==> src/kms_params.svh <==
// Constants for the key matrix scanner: offsets, fields, reset values, timing counts.
`ifndef KMS_PARAMS_SVH
`define KMS_PARAMS_SVH

// ----------------------------------------------------------------------------
// Register byte offsets.
// ----------------------------------------------------------------------------
`define KMS_OFS_CTRL 4'h0
`define KMS_OFS_STATUS 4'h4
`define KMS_OFS_KEYS 4'h8

// ----------------------------------------------------------------------------
// Control register fields and reset value.
// ----------------------------------------------------------------------------
`define KMS_CTL_SLEEP_A 0
`define KMS_CTL_SLEEP_B 1
`define KMS_CTL_CLK_SEL 2
`define KMS_CTL_SCAN_DIS 3
`define KMS_CTL_ROW_SEL_A 4
`define KMS_CTL_ROW_SEL_B 5
`define KMS_CTL_WIDTH 6
`define KMS_CTL_RESET 6'h00

// ----------------------------------------------------------------------------
// Status register fields.
// ----------------------------------------------------------------------------
`define KMS_STS_PENDING 0
`define KMS_STS_SLEEP 1
`define KMS_STS_BUSY 2

// ----------------------------------------------------------------------------
// Matrix shape, serial read address and timing in time-base periods.
// ----------------------------------------------------------------------------
`define KMS_ROWS 6
`define KMS_COLS 5
`define KMS_KEYS 30
`define KMS_READ_ADDR 8'h43
`define KMS_SCAN_PERIOD_T 288
`define KMS_REQ_DELAY_T 615
`define KMS_ROW_SLOT_T (`KMS_SCAN_PERIOD_T / `KMS_ROWS)
`define KMS_TBASE_DIV 8

`endif

==> src/kms_pkg.sv <==
// Types shared by the key matrix scanner files.
package kms_pkg;

  typedef enum logic [1:0]
  {
    KMS_IDLE = 2'b00,
    KMS_SCAN = 2'b01,
    KMS_WAIT = 2'b10,
    KMS_PEND = 2'b11
  } kms_state_e;

  typedef logic [29:0] kms_keys_t;

endpackage

==> src/kms_top.sv <==
// Key matrix scanner with serial key read link and AXI4-Lite control registers.
`include "kms_params.svh"
`timescale 1ns/1ns
module kms_top
  import kms_pkg::*;
#(
  parameter int TBASE_DIV = `KMS_TBASE_DIV
)
(
  input wire logic aclk,
  input wire logic aresetn,
  input wire logic [3:0] s_axi_awaddr,
  input wire logic s_axi_awvalid,
  output logic s_axi_awready,
  input wire logic [31:0] s_axi_wdata,
  input wire logic [3:0] s_axi_wstrb,
  input wire logic s_axi_wvalid,
  output logic s_axi_wready,
  output logic [1:0] s_axi_bresp,
  output logic s_axi_bvalid,
  input wire logic s_axi_bready,
  input wire logic [3:0] s_axi_araddr,
  input wire logic s_axi_arvalid,
  output logic s_axi_arready,
  output logic [31:0] s_axi_rdata,
  output logic [1:0] s_axi_rresp,
  output logic s_axi_rvalid,
  input wire logic s_axi_rready,
  input wire logic time_base_pin,
  input wire logic [4:0] return_lines,
  output logic [5:0] scan_rows,
  input wire logic serial_shift_clock,
  input wire logic chip_enable,
  input wire logic serial_data_in,
  output logic req_data_out,
  output logic req_data_oe_n,
  output logic display_off,
  output logic time_base_run,
  output logic clk_out_allow
);

  // --------------------------------------------------------------------------
  // Synchronised pins.
  // --------------------------------------------------------------------------
  logic [8:0] pins_s;
  logic ext_clk_s;
  logic shift_clk_s;
  logic ce_s;
  logic di_s;
  logic [4:0] ret_s;
  logic ext_clk_d_r;
  logic shift_clk_d_r;
  logic ce_d_r;

  kms_sync #(.WIDTH(9)) u_sync
  (
    .aclk(aclk),
    .aresetn(aresetn),
    .async_in({time_base_pin, serial_shift_clock, chip_enable, serial_data_in, return_lines}),
    .sync_out(pins_s)
  );

  assign ext_clk_s = pins_s[8];
  assign shift_clk_s = pins_s[7];
  assign ce_s = pins_s[6];
  assign di_s = pins_s[5];
  assign ret_s = pins_s[4:0];

  always_ff @(posedge aclk)
  begin
    if (!aresetn)
    begin
      ext_clk_d_r <= 1'b0;
      shift_clk_d_r <= 1'b0;
      ce_d_r <= 1'b0;
    end
    else
    begin
      ext_clk_d_r <= ext_clk_s;
      shift_clk_d_r <= shift_clk_s;
      ce_d_r <= ce_s;
    end
  end

  // --------------------------------------------------------------------------
  // Control decode.
  // --------------------------------------------------------------------------
  logic [`KMS_CTL_WIDTH-1:0] ctrl_r;
  logic sleep_ctl_a;
  logic sleep_ctl_b;
  logic clock_source_select;
  logic scan_disable_bit;
  logic row_select_a;
  logic row_select_b;
  logic sleep_mode;
  logic [5:0] usable_rows;
  logic [5:0] idle_rows;
  kms_keys_t key_mask;

  assign sleep_ctl_a = ctrl_r[`KMS_CTL_SLEEP_A];
  assign sleep_ctl_b = ctrl_r[`KMS_CTL_SLEEP_B];
  assign clock_source_select = ctrl_r[`KMS_CTL_CLK_SEL];
  assign scan_disable_bit = ctrl_r[`KMS_CTL_SCAN_DIS];
  assign row_select_a = ctrl_r[`KMS_CTL_ROW_SEL_A];
  assign row_select_b = ctrl_r[`KMS_CTL_ROW_SEL_B];
  assign sleep_mode = sleep_ctl_a | sleep_ctl_b;
  assign usable_rows = {4'hf, ~row_select_b, ~row_select_a};
  assign key_mask = {20'hfffff, {5{~row_select_b}}, {5{~row_select_a}}};
  // In sleep only the first bit keeps rows zero to four high.
  assign idle_rows = (!sleep_mode) ? 6'h3f : {1'b1, {5{sleep_ctl_a}}};

  // --------------------------------------------------------------------------
  // Time base.
  // --------------------------------------------------------------------------
  kms_state_e state_r;
  logic [$clog2(TBASE_DIV)-1:0] div_r;
  logic div_wrap;
  logic ext_rise;
  logic tb_run;
  logic tick;

  assign div_wrap = (div_r == ($clog2(TBASE_DIV))'(TBASE_DIV - 1));
  assign ext_rise = ext_clk_s & ~ext_clk_d_r;
  // A sleeping device keeps its time base only while a scan or request is live.
  assign tb_run = !sleep_mode || (state_r != KMS_IDLE);
  assign tick = tb_run && (clock_source_select ? ext_rise : div_wrap);

  always_ff @(posedge aclk)
  begin
    if (!aresetn || !tb_run || clock_source_select)
      div_r <= '0;
    else if (div_wrap)
      div_r <= '0;
    else
      div_r <= div_r + 1'b1;
  end

  // --------------------------------------------------------------------------
  // Scanner.
  // --------------------------------------------------------------------------
  logic [9:0] tcnt_r;
  logic [5:0] slot_r;
  logic [2:0] row_r;
  logic pass_r;
  kms_keys_t cur_r;
  kms_keys_t first_r;
  kms_keys_t keys_r;
  logic sleep_ack_r;
  logic read_done;
  logic press;
  logic slot_end;
  logic pass_end;
  logic req_time;
  logic agree;
  kms_keys_t sampled;

  assign press = |ret_s;
  assign slot_end = tick && (slot_r == 6'(`KMS_ROW_SLOT_T - 1));
  assign pass_end = slot_end && (row_r == 3'(`KMS_ROWS - 1));
  assign req_time = tick && (tcnt_r == 10'(`KMS_REQ_DELAY_T - 1));
  assign agree = (cur_r == first_r);
  assign sampled = cur_r & key_mask;

  always_ff @(posedge aclk)
  begin
    if (!aresetn)
    begin
      state_r <= KMS_IDLE;
      tcnt_r <= '0;
      slot_r <= '0;
      row_r <= '0;
      pass_r <= 1'b0;
      cur_r <= '0;
      first_r <= '0;
      keys_r <= '0;
      sleep_ack_r <= 1'b0;
    end
    else if (scan_disable_bit)
    begin
      state_r <= KMS_IDLE;
      tcnt_r <= '0;
      slot_r <= '0;
      row_r <= '0;
      pass_r <= 1'b0;
      if (state_r == KMS_PEND)
        keys_r <= '0;
    end
    else
    begin
      case (state_r)
        KMS_IDLE:
        begin
          tcnt_r <= '0;
          slot_r <= '0;
          row_r <= '0;
          pass_r <= 1'b0;
          if (press)
            state_r <= KMS_SCAN;
        end
        KMS_SCAN:
        begin
          if (tick)
          begin
            tcnt_r <= tcnt_r + 1'b1;
            slot_r <= slot_end ? 6'h00 : slot_r + 1'b1;
          end
          if (slot_end)
          begin
            // Key bit index is row times five plus column.
            cur_r[row_r*`KMS_COLS +: `KMS_COLS] <= ret_s;
            row_r <= (row_r == 3'(`KMS_ROWS - 1)) ? 3'h0 : row_r + 1'b1;
          end
          if (pass_end)
          begin
            pass_r <= ~pass_r;
            if (!pass_r)
              first_r <= {ret_s, cur_r[24:0]};
            else
              state_r <= KMS_WAIT;
          end
        end
        KMS_WAIT:
        begin
          if (tick)
            tcnt_r <= tcnt_r + 1'b1;
          if (req_time)
          begin
            tcnt_r <= '0;
            pass_r <= 1'b0;
            if (agree && (|sampled))
            begin
              keys_r <= sampled;
              sleep_ack_r <= sleep_mode;
              state_r <= KMS_PEND;
            end
            else if (press || (|cur_r))
              state_r <= KMS_SCAN;
            else
              state_r <= KMS_IDLE;
          end
        end
        KMS_PEND:
        begin
          sleep_ack_r <= sleep_mode;
          if (read_done)
            state_r <= KMS_SCAN;
        end
        default:
          state_r <= KMS_IDLE;
      endcase
    end
  end

  // --------------------------------------------------------------------------
  // Serial key read link.
  // --------------------------------------------------------------------------
  logic [7:0] addr_sr_r;
  logic [30:0] out_sr_r;
  logic rd_active_r;
  logic shift_rise;
  logic shift_fall;
  logic ce_rise;
  logic ce_fall;
  logic pending;

  assign shift_rise = shift_clk_s & ~shift_clk_d_r;
  assign shift_fall = ~shift_clk_s & shift_clk_d_r;
  assign ce_rise = ce_s & ~ce_d_r;
  assign ce_fall = ~ce_s & ce_d_r;
  assign read_done = ce_fall & rd_active_r;
  assign pending = (state_r == KMS_PEND);

  always_ff @(posedge aclk)
  begin
    if (!aresetn)
    begin
      addr_sr_r <= '0;
      out_sr_r <= '0;
      rd_active_r <= 1'b0;
    end
    else
    begin
      if (shift_rise && !ce_s)
        addr_sr_r <= {di_s, addr_sr_r[7:1]};
      if (ce_rise)
      begin
        rd_active_r <= (addr_sr_r == `KMS_READ_ADDR);
        out_sr_r <= {sleep_ack_r, keys_r};
      end
      else if (ce_fall)
        rd_active_r <= 1'b0;
      else if (shift_fall && ce_s && rd_active_r)
        out_sr_r <= {1'b0, out_sr_r[30:1]};
    end
  end

  // --------------------------------------------------------------------------
  // Pin outputs.
  // --------------------------------------------------------------------------
  logic [5:0] scan_drive;
  logic pull_low;

  assign scan_drive = (state_r == KMS_SCAN) ? (6'h01 << row_r) : idle_rows;
  // The request line is never driven high; the pull-up makes the high level.
  assign pull_low = ce_s ? (rd_active_r & ~out_sr_r[0]) : pending;

  always_ff @(posedge aclk)
  begin
    if (!aresetn)
    begin
      scan_rows <= '0;
      req_data_out <= 1'b0;
      req_data_oe_n <= 1'b1;
      display_off <= 1'b1;
      time_base_run <= 1'b0;
      clk_out_allow <= 1'b0;
    end
    else
    begin
      scan_rows <= scan_drive & usable_rows;
      req_data_out <= 1'b0;
      req_data_oe_n <= ~pull_low;
      display_off <= sleep_mode;
      time_base_run <= tb_run;
      clk_out_allow <= ~sleep_mode;
    end
  end

  // --------------------------------------------------------------------------
  // AXI4-Lite slave.
  // --------------------------------------------------------------------------
  logic [3:0] aw_addr_r;
  logic aw_have_r;
  logic [31:0] w_data_r;
  logic w_have_r;
  logic w_strb_r;
  logic aw_take;
  logic w_take;
  logic ar_take;
  logic wr_go;
  logic wr_ctrl;
  logic rd_hit;
  logic [31:0] rd_mux;

  assign aw_take = s_axi_awvalid & s_axi_awready;
  assign w_take = s_axi_wvalid & s_axi_wready;
  assign ar_take = s_axi_arvalid & s_axi_arready;
  assign wr_go = aw_have_r & w_have_r & ~s_axi_bvalid;
  assign wr_ctrl = wr_go && (aw_addr_r == `KMS_OFS_CTRL);
  assign rd_hit = (s_axi_araddr == `KMS_OFS_CTRL) || (s_axi_araddr == `KMS_OFS_STATUS)
    || (s_axi_araddr == `KMS_OFS_KEYS);
  assign rd_mux = (s_axi_araddr == `KMS_OFS_CTRL) ? {26'h0, ctrl_r}
    : (s_axi_araddr == `KMS_OFS_STATUS) ? {29'h0, state_r != KMS_IDLE, sleep_mode, pending}
    : (s_axi_araddr == `KMS_OFS_KEYS) ? {1'b0, sleep_ack_r, keys_r}
    : 32'h0;

  always_ff @(posedge aclk)
  begin
    if (!aresetn)
    begin
      ctrl_r <= `KMS_CTL_RESET;
      aw_addr_r <= '0;
      aw_have_r <= 1'b0;
      w_data_r <= '0;
      w_have_r <= 1'b0;
      w_strb_r <= 1'b0;
      s_axi_awready <= 1'b0;
      s_axi_wready <= 1'b0;
      s_axi_bvalid <= 1'b0;
      s_axi_bresp <= 2'b00;
      s_axi_arready <= 1'b0;
      s_axi_rvalid <= 1'b0;
      s_axi_rdata <= '0;
      s_axi_rresp <= 2'b00;
    end
    else
    begin
      if (aw_take)
      begin
        aw_addr_r <= s_axi_awaddr;
        aw_have_r <= 1'b1;
        s_axi_awready <= 1'b0;
      end
      else if (!aw_have_r && !s_axi_bvalid)
        s_axi_awready <= 1'b1;
      if (w_take)
      begin
        w_data_r <= s_axi_wdata;
        w_have_r <= 1'b1;
        w_strb_r <= s_axi_wstrb[0];
        s_axi_wready <= 1'b0;
      end
      else if (!w_have_r && !s_axi_bvalid)
        s_axi_wready <= 1'b1;
      if (wr_go)
      begin
        aw_have_r <= 1'b0;
        w_have_r <= 1'b0;
        s_axi_bvalid <= 1'b1;
        s_axi_bresp <= (aw_addr_r == `KMS_OFS_CTRL || aw_addr_r == `KMS_OFS_STATUS
          || aw_addr_r == `KMS_OFS_KEYS) ? 2'b00 : 2'b10;
        if (wr_ctrl && w_strb_r)
          ctrl_r <= w_data_r[`KMS_CTL_WIDTH-1:0];
      end
      else if (s_axi_bvalid && s_axi_bready)
        s_axi_bvalid <= 1'b0;
      if (ar_take)
      begin
        s_axi_arready <= 1'b0;
        s_axi_rvalid <= 1'b1;
        s_axi_rdata <= rd_mux;
        s_axi_rresp <= rd_hit ? 2'b00 : 2'b10;
      end
      else if (s_axi_rvalid && s_axi_rready)
        s_axi_rvalid <= 1'b0;
      else if (!s_axi_rvalid)
        s_axi_arready <= 1'b1;
    end
  end

endmodule // kms_top

==> src/kms_sync.sv <==
// Two-flop synchroniser for a group of inputs from outside the clock domain.
`timescale 1ns/1ns
module kms_sync
  import kms_pkg::*;
#(
  parameter int WIDTH = 1
)
(
  input wire logic aclk,
  input wire logic aresetn,
  input wire logic [WIDTH-1:0] async_in,
  output logic [WIDTH-1:0] sync_out
);

  logic [WIDTH-1:0] meta_r;

  // The first stage feeds the second stage only.
  always_ff @(posedge aclk)
  begin
    if (!aresetn)
    begin
      meta_r <= '0;
      sync_out <= '0;
    end
    else
    begin
      meta_r <= async_in;
      sync_out <= meta_r;
    end
  end

endmodule // kms_sync

==> config.mk <==
export PLATFORM = sky130hd
export DESIGN_NAME = kms_top
export DESIGN_NICKNAME = d
export VERILOG_FILES = /design/src/kms_pkg.sv /design/src/kms_top.sv /design/src/kms_sync.sv
export VERILOG_INCLUDE_DIRS = /design/src
export SDC_FILE = /design/constraint.sdc
export NUM_CORES = 1
export LEC_CHECK = 0
export BUFFER_PORTS_ARGS = -buffer_cell sky130_fd_sc_hd__clkbuf_2
export CORE_MARGIN = 4
export CORE_UTILIZATION = 30
export CTS_CLUSTER_DIAMETER = 50
export DETAILED_ROUTE_END_ITERATION = 10
export GPL_ROUTABILITY_DRIVEN = 0
export PLACE_DENSITY = 0.49
export SKIP_CTS_REPAIR_TIMING = 1
export SKIP_LAST_GASP = 1
export SLEW_MARGIN = 25
export SYNTH_ARGS = -nofsm -noshare
export SYNTH_HDL_FRONTEND = slang
export SYNTH_SLANG_ARGS = --single-unit
==> constraint.sdc <==
create_clock -name aclk -period 3.2 [get_ports aclk]
set_input_delay 0 -clock aclk [delete_from_list [all_inputs] [get_ports aclk]]
set_output_delay 0 -clock aclk [all_outputs]
set_load 0.1 [all_outputs]
# [Yosys cells after proc, flatten, opt, wreduce, memory -nomap -nowiden]
# Index checks and enable logic that the tools add are counted.
# Widths: inputs -> output; s select.
[totals] register_bits=247 ramBits=0 word_cells=210 mem_count=0 rom_bits=0 latchBits=0
[classes] addsub=5 n_bitwise=31 div=0 shifts=3 n_lt_le_gt_ge=0 reduce_logical=63 eq_ne=23 muxes=47 mul=1
[ops] op="$mux 31" n=6
[ops] op="$mux 30" n=5
[ops] op="$reduce_or 30->1" n=2
[ops] op="$neg 6->34" n=1
[ops] op="$shift 5x34->30 const A" n=1
[ops] op="$shiftx 5x34->30" n=1
[ops] op="$and 30x30->30" n=1
[ops] op="$bwmux 30" n=1
[ops] op="$eq 30x30->1" n=1
[ops] op="$pmux 10 s3" n=1
[ops] op="$mux 10" n=2
[ops] op="$reduce_bool 2->1" n=10
[ops] op="$mux 6" n=3
[ops] op="$ne 2x2->1 const B" n=9
[ops] op="$mux 2" n=8
[ops] op="$not 1->1" n=16
[ops] op="$logic_and 1x1->1" n=14
[ops] op="$mux 1" n=13
[ops] op="$and 1x1->1" n=12
[ops] op="$pmux 6 s2" n=1
[ops] op="$reduce_and 4->1" n=3
[ops] op="$reduce_or 2->1" n=6
[ops] op="$add 10x1->10 const B" n=1
[ops] op="$eq 10x10->1 const B" n=1
[ops] op="29 further kinds" n=54

# [Logic depth before layout (Yosys ltp)]
# Gate-level depths: netlist of run 1.
[depth] ltp_word=8 depth_mapped=10 ltp_nobuf=8

# [Modules after synthesis]
# From an unflattened synthesis of run 1, not the netlist that was laid out.
[unflattened] cells_unflattened=1070 area_unflattened_um2=10244.8
[modules_own_cells] mod="kms_top" area_each_um2=9743.1 instances=1 cells_each=1033
[modules_own_cells] mod="kms_sync" area_each_um2=501.7 instances=1 cells_each=37

# [Worst setup path after synthesis of run 1]
# Ideal clock, no wire load.
[synth_path] kind="reg-to-reg" from="register state_r[0]" to="register keys_r[10]" path_stages_with_launch=9 period_less_slack_ns=2.266 setup_ns=0.117 n_path_buf=1 arrival_time_ns=2.149 slack_ns=0.934 path_cell_list="dfxtp_1 -> inv_1 -> ha_1 -> nand4_1 -> or4_4 -> nor4b_4 -> nor2_4 -> buf_6 -> a22o_1"
[synth_via] elab_chain_len=6 word_cells_on_any_way=10 classes_between="eq/ne: 3; reduce/logical: 7"
[synth_rtl] item="start, declared" line="kms_top.sv:115" source="kms_state_e state_r;"
[synth_rtl] item="start signal, assigned" line="kms_top.sv:168" source="state_r <= KMS_IDLE;"
[synth_rtl] item="start signal, assigned" line="kms_top.sv:180" source="state_r <= KMS_IDLE;"
[synth_rtl] item="start signal, assigned" line="kms_top.sv:198" source="state_r <= KMS_SCAN;"
[synth_rtl] item="$reduce_bool 2->1" line="kms_top.sv:125" source="assign tb_run = !sleep_mode || (state_r != KMS_IDLE);"
[synth_rtl] item="$logic_or 1x1->1" line="kms_top.sv:125"
[synth_rtl] item="$logic_and 1x1->1" line="kms_top.sv:126" source="assign tick = tb_run && (clock_source_select ? ext_rise : div_wrap);"
[synth_rtl] item="$logic_and 1x1->1" line="kms_top.sv:160" source="assign req_time = tick && (tcnt_r == 10'(`KMS_REQ_DELAY_T - 1));"
[synth_rtl] item="$reduce_bool 2->1 (no source line)"
[synth_rtl] item="$reduce_and 4->1 (no source line) *"
[synth_rtl] item="end signal, assigned" line="kms_top.sv:232" source="keys_r <= sampled;"
[synth_rtl] item="end, declared" line="kms_top.sv:147" source="kms_keys_t keys_r;"
# Every way passes the cells marked *; elsewhere a longest branch is shown, timed or not.
# A chain may end at the register's enable or synchronous reset.

# [Worst setup path after layout of run 1]
[layout_path] from="register state_r[0]" to="register keys_r[13]"
# Same word-level chain as after synthesis.

==> flow_summary.json, run 1 <==
{
  "critPathCaptureType": "flip-flop",
  "p_leak_nw": 4.95,
  "post-place-cells": 1575,
  "p_int_mw": 5.58,
  "htree_levels": 2,
  "netlist-cell-type-count": 63,
  "seq_area_um2": 4880,
  "dpl-instance-area_um2": 11100,
  "async_flop_share": 0,
  "ys_seq_area_frac": 0.476,
  "grt_max_degree": 92,
  "clkPwrFrac": 0.469,
  "final_antenna_net_count": 0,
  "drv_cap": 0,
  "cts-root-buf": "clkbuf_16",
  "min_to": "s_axi_rresp[1]",
  "numPortBuffers": 78,
  "pwr-share-seq": 0.419,
  "min_path_cells": 5,
  "drt-vias-per-instance": 4.80,
  "hold_path_class": "in2reg",
  "nNetsFinal": 1280,
  "fp.dieW_um": 193,
  "drive_above_1_share": 0.134,
  "hp-start": "s_axi_araddr[3]",
  "synthCells": 1091,
  "startpoint_type": "flip-flop",
  "r2r_cells": 8,
  "wirelength_um": 25900,
  "synth_area_um2": 10300,
  "design_area_um2": 12600,
  "setup_tns_ns": 0,
  "r2r-end": "keys_r[13]",
  "synthToLayoutAreaGrowth_pct": 22.5,
  "tritoncts": "built",
  "gr-total-overflow": 0,
  "dr.pass1.iters": 7,
  "total_power_mw": 7.64,
  "layout.cells.non_filler": 1668,
  "initial_utilization": 0.306,
  "crit_required_ns": 3.58,
  "cts.clk_slew.worst_paths_ns": 0.06,
  "vias": 8000,
  "fill_cells": 3413,
  "worst_slack_ns": 0.488,
  "grt_first_pass_wirelength_um": 41700,
  "ys.warnings.count": 0,
  "p_sw_frac": 0.270,
  "dp_hpwl_um": 17800,
  "peakVddDrop_uv": 557,
  "coreArea_um2": 33600,
  "drv_slew": 0,
  "outcome": "completed",
  "slowest_delay_ns": 0.51,
  "place_ws_ns": 0.583,
  "drc_errors": 0,
  "ys_seq_elements": 244,
  "synth_edf_count": 0,
  "antenna_found_initial": 0,
  "clock_skew_ns": 0.0332,
  "fin_crit_ns": 2.71,
  "cts.path.max_buffers": 3,
  "fin_util": 0.374,
  "power_density_nw_per_um2": 607,
  "clkLatencyLatePin_ns": 0.51,
  "critPathArrivalTime_ns": 3.09,
  "die_y_um": 193,
  "period_share": 0.847,
  "dieArea_um2": 37300,
  "rsz0062_at_grt": "no",
  "cp_cell_sequence": "inv_1 > ha_1 > o21ai_0 > o21ai_1 > nor3_1 > nor4b_4 > nor2_4 > a22o_1",
  "std_cell_rows": 67,
  "grt_pass1_vias": 7681,
  "combinationalPowerShare": 0.113,
  "finalHoldViolations": 0,
  "r2r-start": "state_r[0]",
  "hold_slack_ns": 0.0241,
  "worst_pin_slew_ns": 0.842,
  "drt_iter0_drc": 392,
  "multi_input_area_um2": 5080,
  "avgSynthCellArea_um2": 9.41,
  "slowest_stage": "nor4b_4",
  "num_io_pins": 112,
  "cts_sinks": 244,
  "grt_util_all_layers": 0.138,
  "setup_viol": 0,
  "num_antenna_cells": 0,
  "wire_per_inst_um": 15.5,
  "cts_buffers": 34,
  "crit_type": "reg2reg",
  "synthFlopType": "dfxtp_1",
  "fmax_mhz": 369,
  "p_sw_mw": 2.06,
  "cp_max_fo": 26,
  "slew-limit-headroom": 0.433,
  "ff2ff_setup_slack_ns": 0.49
}
[state kept, by name, summed over array words and instances, names as in the netlist, 2 cells and up]
register	count
addr_sr_r	8
aw_addr_r	4
ctrl_r	6
cur_r	30
div_r	3
first_r	30
keys_r	30
out_sr_r	31
row_r	3
s_axi_rdata	31
scan_rows	6
slot_r	6
state_r	2
tcnt_r	10
u_sync.meta_r	9
u_sync.sync_out	9
w_data_r	6
[Yosys cell counts (all sizes together) (27+ instances only)]
| cell | count | area, um^2 |
|---|---|---|
| a21oi | 27 | 139 |
| mux2i | 56 | 561 |
| o211a | 30 | 300 |
| and2 | 43 | 269 |
| xnor2 | 33 | 289 |
| nor2b | 34 | 213 |
| o21ai | 29 | 145 |
| nand3 | 40 | 200 |
| dfxtp | 244 | 4880 |
| a22o | 51 | 447 |
| nand2 | 159 | 597 |
| nor2 | 40 | 160 |
| clkbuf | 52 | 195 |
| a21boi | 60 | 450 |
[cell families after synthesis]
group / synth area share
AND/OR/NAND/NOR: 0.215
other: 0.000365
buffers and inverters: 0.0331
adder cells (fa/ha/maj): 0.0244
multiplexers: 0.0546
flip-flops: 0.476
AO/OA/AOI/OAI: 0.168
XOR/XNOR: 0.0290
[critical path, delay by kind of cell (launching register included)]
family | cells | cell delay [ns]
buffers and inverters | 1 | 0.09
AO/OA/AOI/OAI | 3 | 0.63
flip-flops | 1 | 0.42
adder cells (fa/ha/maj) | 1 | 0.32
AND/OR/NAND/NOR | 3 | 1.11
[per-layer routing]
layer  vias to the layer above  track usage  routed length [um]
met4                         0       0.0373                 483
met1                      3746        0.194               12700
li1                       4090            -                   -
met5                         -            0                   0
met2                       123        0.219               11600
met3                        41       0.0239                1190
[cell type report]
class | count | share of cell area
clock buffer | 42 | 0.0749
clock inverter | 14 | 0.0113
inverter | 20 | 0.00597
multi-input combinational | 768 | 0.404
sequential | 244 | 0.388
tap | 448 | 0.0446
timing repair buffer | 132 | 0.0711
[cells in the final DEF (no fill, tap or decap), types with 16 or more instances in the layout]
master	Yosys	layout
a21oi_1	26	26
nor2_1	38	37
dlygate4sd3_1	0	37
nand3_1	40	40
nand4_1	24	24
xnor2_1	33	33
mux2i_1	56	56
o21ai_0	28	28
o211a_1	30	30
buf_4	4	17
inv_1	20	20
and2_1	43	43
a21boi_0	55	55
dfxtp_1	244	244
ha_1	20	19
a22o_1	51	51
nor3_1	17	16
clkbuf_16	0	35
nand2_1	159	159
nor2b_1	34	34
clkbuf_2	0	77
[power by group through the flow]
stage	clock network [mW]	logic, mW	registers (mW)
final	3.58	0.863	3.20
after global routing	3.81	0.939	3.20
after CTS	3.69	0.831	3.20
after detailed placement	0	0.826	3.26
after floorplan	0	0.441	3.44
after global placement	0	0.827	3.26
[worst max path at each step]
| stage | cells past startpoint | from | slack [ns] | end |
|---|---|---|---|---|
| after floorplan | 8 | state_r[0] | 0.93 | keys_r[10] |
| after global placement | 6 | cur_r[20] | 0.59 | keys_r[13] |
| after detailed placement | 6 | cur_r[24] | 0.58 | keys_r[19] |
| after CTS | 6 | cur_r[24] | 0.55 | keys_r[13] |
| after global routing | 8 | tcnt_r[0] | 0.31 | keys_r[13] |
| final | 8 | state_r[0] | 0.49 | keys_r[13] |
(Power assumes the default switching activity.)
==> run 2, diff against run 1 <==
PLACE_DENSITY = 0.51   (was 0.49)
clock period = 2.45 ns   (was 3.2 ns; I/O delays follow)
==> run 2 against run 1 <==
Effect of this change: the flow now finishes with violations (negative hold slack); setup slack got worse by 0.34 ns; via count increased by 2.7%; sequential power increased by 30%; combinational power increased by 38%; critical endpoint is now keys_r[6]; largest power group unchanged; highest routed layer unchanged.
==> flow_summary.json, run 2 (synthesized netlist as in run 1, its figures left out) <==
{
  "outcome": "complete, but fails checks",
  "violations": "negative hold slack",
  "power_density_nw_per_um2": 761,
  "wirelength_um": 26400,
  "std_cell_rows": 67,
  "total_power_mw": 10.0,
  "tritoncts": "built",
  "cp_cell_sequence": "inv_1 > ha_1 > nand4_1 > or4_4 > or4_1 > nor2_2 > a22o_1",
  "cts_sinks": 244,
  "gr-total-overflow": 0,
  "drv_cap": 0,
  "clkLatencyLatePin_ns": 0.56,
  "post-place-cells": 1628,
  "dieArea_um2": 37300,
  "drt_iter0_drc": 407,
  "fmax_mhz": 434,
  "num_io_pins": 112,
  "num_antenna_cells": 0,
  "hold_slack_ns": -0.0369,
  "top_regs": "out_sr_r x31, s_axi_rdata x31",
  "antenna_found_initial": 0,
  "cts.path.max_buffers": 3,
  "startpoint_type": "flip-flop",
  "grt_first_pass_wirelength_um": 42000,
  "worst_pin_slew_ns": 0.779,
  "grt_max_degree": 75,
  "drc_errors": 0,
  "final_antenna_net_count": 0,
  "die_y_um": 193,
  "layout_common_cells": "244 x dfxtp_1, 159 x nand2_1, 77 x clkbuf_2",
  "fin_crit_ns": 2.30,
  "drv_slew": 0,
  "htree_levels": 1,
  "wire_per_inst_um": 15.3,
  "dp_hpwl_um": 18500,
  "final_common_cell": "dfxtp_1",
  "vias": 8216,
  "critPathCaptureType": "flip-flop",
  "finalHoldViolations": 2,
  "grt_pass1_vias": 7763,
  "grt_util_all_layers": 0.137,
  "numPortBuffers": 78,
  "cp_max_fo": 5,
  "setup_viol": 0,
  "crit_type": "reg2reg",
  "crit_required_ns": 2.95,
  "clock_skew_ns": 0.0248,
  "critPathArrivalTime_ns": 2.80,
  "slew-limit-headroom": 0.478,
  "drt-vias-per-instance": 4.75,
  "rsz0062_at_grt": "yes",
  "initial_utilization": 0.306,
  "drive_above_1_share": 0.177,
  "p_leak_nw": 5.29,
  "cts.clk_slew.worst_paths_ns": 0.06,
  "layout.cells.non_filler": 1730,
  "synthToLayoutAreaGrowth_pct": 28.0,
  "period_share": 0.940,
  "slowest_stage": "or4_1",
  "coreArea_um2": 33600,
  "dr.pass1.iters": 5,
  "peakVddDrop_uv": 480,
  "nNetsFinal": 1338,
  "slowest_delay_ns": 0.57,
  "fp.dieW_um": 193,
  "hold_path_class": "in2reg",
  "cts-root-buf": "clkbuf_16",
  "cts_buffers": 31
}
[run 2: power by group]
part / internal (mW) / switching (mW)
clock network: 2.90 / 1.77
logic: 0.390 / 0.803
registers: 4.08 / 0.0711
[run 2: area by class of cell]
class | count | area [um^2]
multi-input combinational | 768 | 5110
fill | 3364 | 20500
inverter | 20 | 75.1
tap | 448 | 561
clock inverter | 14 | 178
timing repair buffer | 193 | 1440
sequential | 244 | 4880
clock buffer | 43 | 901
[run 2: per-layer routing]
metal,global-route usage,vias up,wire [um]
li1,-,4195,-
met1,0.195,3861,13100
met2,0.222,121,12000
met3,0.0180,39,915
met4,0.0316,0,410
met5,0,-,0
[run 2: worst paths after layout]
path | slack, ns | start | to | cells after the start
min | -0.04 | s_axi_araddr[3] | s_axi_rresp[1] | 5
min reg2reg | 0.43 | div_r[0] | div_r[0] | 1
max reg2reg | 0.15 | state_r[0] | keys_r[6] | 7
max | 0.15 | state_r[0] | keys_r[6] | 7
[run 2: metrics by stage]
stage	hold WS, ns	TNS [ns]	area (um^2)	setup slack (ns)	utilization
global route	0.0145	-0.348	13100	-0.0271	0.391
global placement	0.215	0	11600	0.107	0.345
detailed placement	0.212	0	11600	0.0719	0.345
floorplan	0.127	0	10300	0.184	-
CTS	-0.372	0	12700	0.0665	0.377
finish	-0.0369	0	13100	0.147	0.391
[run 2: worst max-delay path, delay by kind of cell (launching register included)]
family	cells	cell delay (ns)
AO/OA/AOI/OAI	1	0.16
buffers and inverters	1	0.10
adder cells (fa/ha/maj)	1	0.22
flip-flops	1	0.34
AND/OR/NAND/NOR	4	1.45
==> run 3, diff against run 2 <==
==> constraint.sdc (replaced) <==
create_clock -name aclk -period 2.45 [get_ports aclk]
set_input_delay 0.1225 -clock aclk [delete_from_list [all_inputs] [get_ports aclk]]
set_output_delay 0.1225 -clock aclk [all_outputs]
set_load 0.1 [all_outputs]
==> run 3 against run 2 <==
Effect of this change: the flow now finishes without violations; first-iteration DRC count fell by 11%; register-to-register slack about the same; sequential share of layout area grew 0.43 points; combinational power hardly changed; non-clock buffer count decreased by 16; count of clock-buffer cells in the layout increased by 1; routed wire length fell by 0.78%; critical path type unchanged; critical endpoint is now keys_r[4].
==> flow_summary.json, run 3 (synthesized netlist as in run 1, its figures left out) <==
{
  "initial_utilization": 0.306,
  "r2r-start": "first_r[23]",
  "drt-vias-per-instance": 4.81,
  "hold_slack_ns": 0.0256,
  "rsz0062_at_grt": "no",
  "slowest_delay_ns": 0.61,
  "slew-limit-headroom": 0.487,
  "tritoncts": "built",
  "startpoint_type": "flip-flop",
  "dieArea_um2": 37300,
  "final_antenna_net_count": 0,
  "finalHoldViolations": 0,
  "htree_levels": 1,
  "nNetsFinal": 1322,
  "vias": 8234,
  "grt_max_degree": 168,
  "use_met3": 0.0211,
  "cp_cell_sequence": "xnor2_1 > nand4_1 > or4_4 > or4_1 > nor3b_1 > a21o_1",
  "total_power_mw": 9.99,
  "wire_per_inst_um": 15.3,
  "num_io_pins": 112,
  "cts_sinks": 244,
  "clock_skew_ns": 0.0194,
  "drv_slew": 0,
  "drc_errors": 0,
  "setup_viol": 0,
  "outcome": "completed",
  "cts.path.max_buffers": 3,
  "layout_common_cells": "244 x dfxtp_1, 159 x nand2_1, 77 x clkbuf_2",
  "cts-root-buf": "clkbuf_16",
  "design_area_um2": 13000,
  "hold_path_class": "in2reg",
  "grtUsageMet1": 0.194,
  "grt-busiest-layer": "met2",
  "cts.clk_slew.worst_paths_ns": 0.06,
  "synthToLayoutAreaGrowth_pct": 26.6,
  "clkLatencyLatePin_ns": 0.57,
  "slowest_stage": "or4_1",
  "dpl-instance-area_um2": 11600,
  "p_leak_nw": 5.23,
  "critPathArrivalTime_ns": 2.83,
  "fmax_mhz": 432,
  "crit_buf_inv": 0,
  "dr.pass1.iters": 4,
  "dp_hpwl_um": 18200,
  "cp_max_fo": 2,
  "grt_util_all_layers": 0.137,
  "std_cell_rows": 67,
  "critPathCaptureType": "flip-flop",
  "crit_type": "reg2reg",
  "antenna_found_initial": 0,
  "numPortBuffers": 78,
  "hp-start": "s_axi_arvalid",
  "power_density_nw_per_um2": 769,
  "fin_crit_ns": 2.32,
  "wirelength_um": 26200,
  "num_antenna_cells": 0,
  "gr-total-overflow": 0,
  "worst_pin_slew_ns": 0.766,
  "crit_required_ns": 2.96,
  "fill_cells": 3383,
  "met2_usage": 0.222,
  "drv_cap": 0,
  "setup_tns_ns": 0,
  "period_share": 0.946,
  "grt_first_pass_wirelength_um": 41900,
  "crit_start": "first_r[23]",
  "drive_above_1_share": 0.174,
  "die_y_um": 193,
  "final_common_cell": "dfxtp_1",
  "coreArea_um2": 33600,
  "drt_iter0_drc": 361,
  "grt_pass1_vias": 7796,
  "cts_buffers": 31,
  "peakVddDrop_uv": 534,
  "critical_path.top_delay_family": "simple AND/OR/NAND/NOR gates",
  "top_regs": "out_sr_r x31, s_axi_rdata x31",
  "fp.dieW_um": 193
}
-- run 3: changes by cell type in the layout (fill, tap and decap cells not counted), sizes merged --
cell / previous run / this run
clkinv: 4 / 2
buf: 74 / 71
clkbuf: 120 / 121
dlygate4sd3: 42 / 29
-- run 3: stage by stage --
step	std cells	worst slack, ns	utilization
CTS	1683	0.0780	0.377
global route	1713	0.0200	0.387
finish	1713	0.133	0.387
floorplan	1094	0.184	-
global placement	1627	0.0927	0.345
detailed placement	1627	0.0950	0.345
-- run 3: per-layer routing --
layer	routed length, um	vias up	share of wire
met1	12900	3915	0.49
met4	514	0	0.020
met2	11700	123	0.45
met5	0	-	0
met3	1050	38	0.040
li1	-	4158	-
-- run 3: final cells by class --
cell class | instances | area, um^2 | share of cell area
clock buffers | 44 | 905 | 0.0696
well taps | 448 | 561 | 0.0431
multi-input cells | 768 | 5120 | 0.394
repair buffers | 177 | 1280 | 0.0988
inverters | 20 | 75.1 | 0.00578
flip-flops and latches | 244 | 4880 | 0.376
clock inverters | 12 | 173 | 0.0133
-- run 3: power by group --
group / internal (mW) / switching, mW / total, mW
clock: 2.90 / 1.76 / 4.66
sequential: 4.08 / 0.0718 / 4.15
combinational: 0.376 / 0.804 / 1.18
-- run 3: path summary, 6_finish.rpt --
path	slack (ns)	endpoint	cells after the start
worst min register to register	0.43	u_sync.sync_out[8]	1
worst min-delay path	0.03	s_axi_rdata[4]	4
worst max register to register	0.13	keys_r[4]	6
worst max-delay path	0.13	keys_r[4]	6
-- run 3: worst register-to-register path: stages (launching register included) --
cell and delay [ns]:
dfxtp_1 0.31, xnor2_1 0.32, nand4_1 0.14, or4_4 0.56, or4_1 0.61, nor3b_1 0.23, a21o_1 0.10
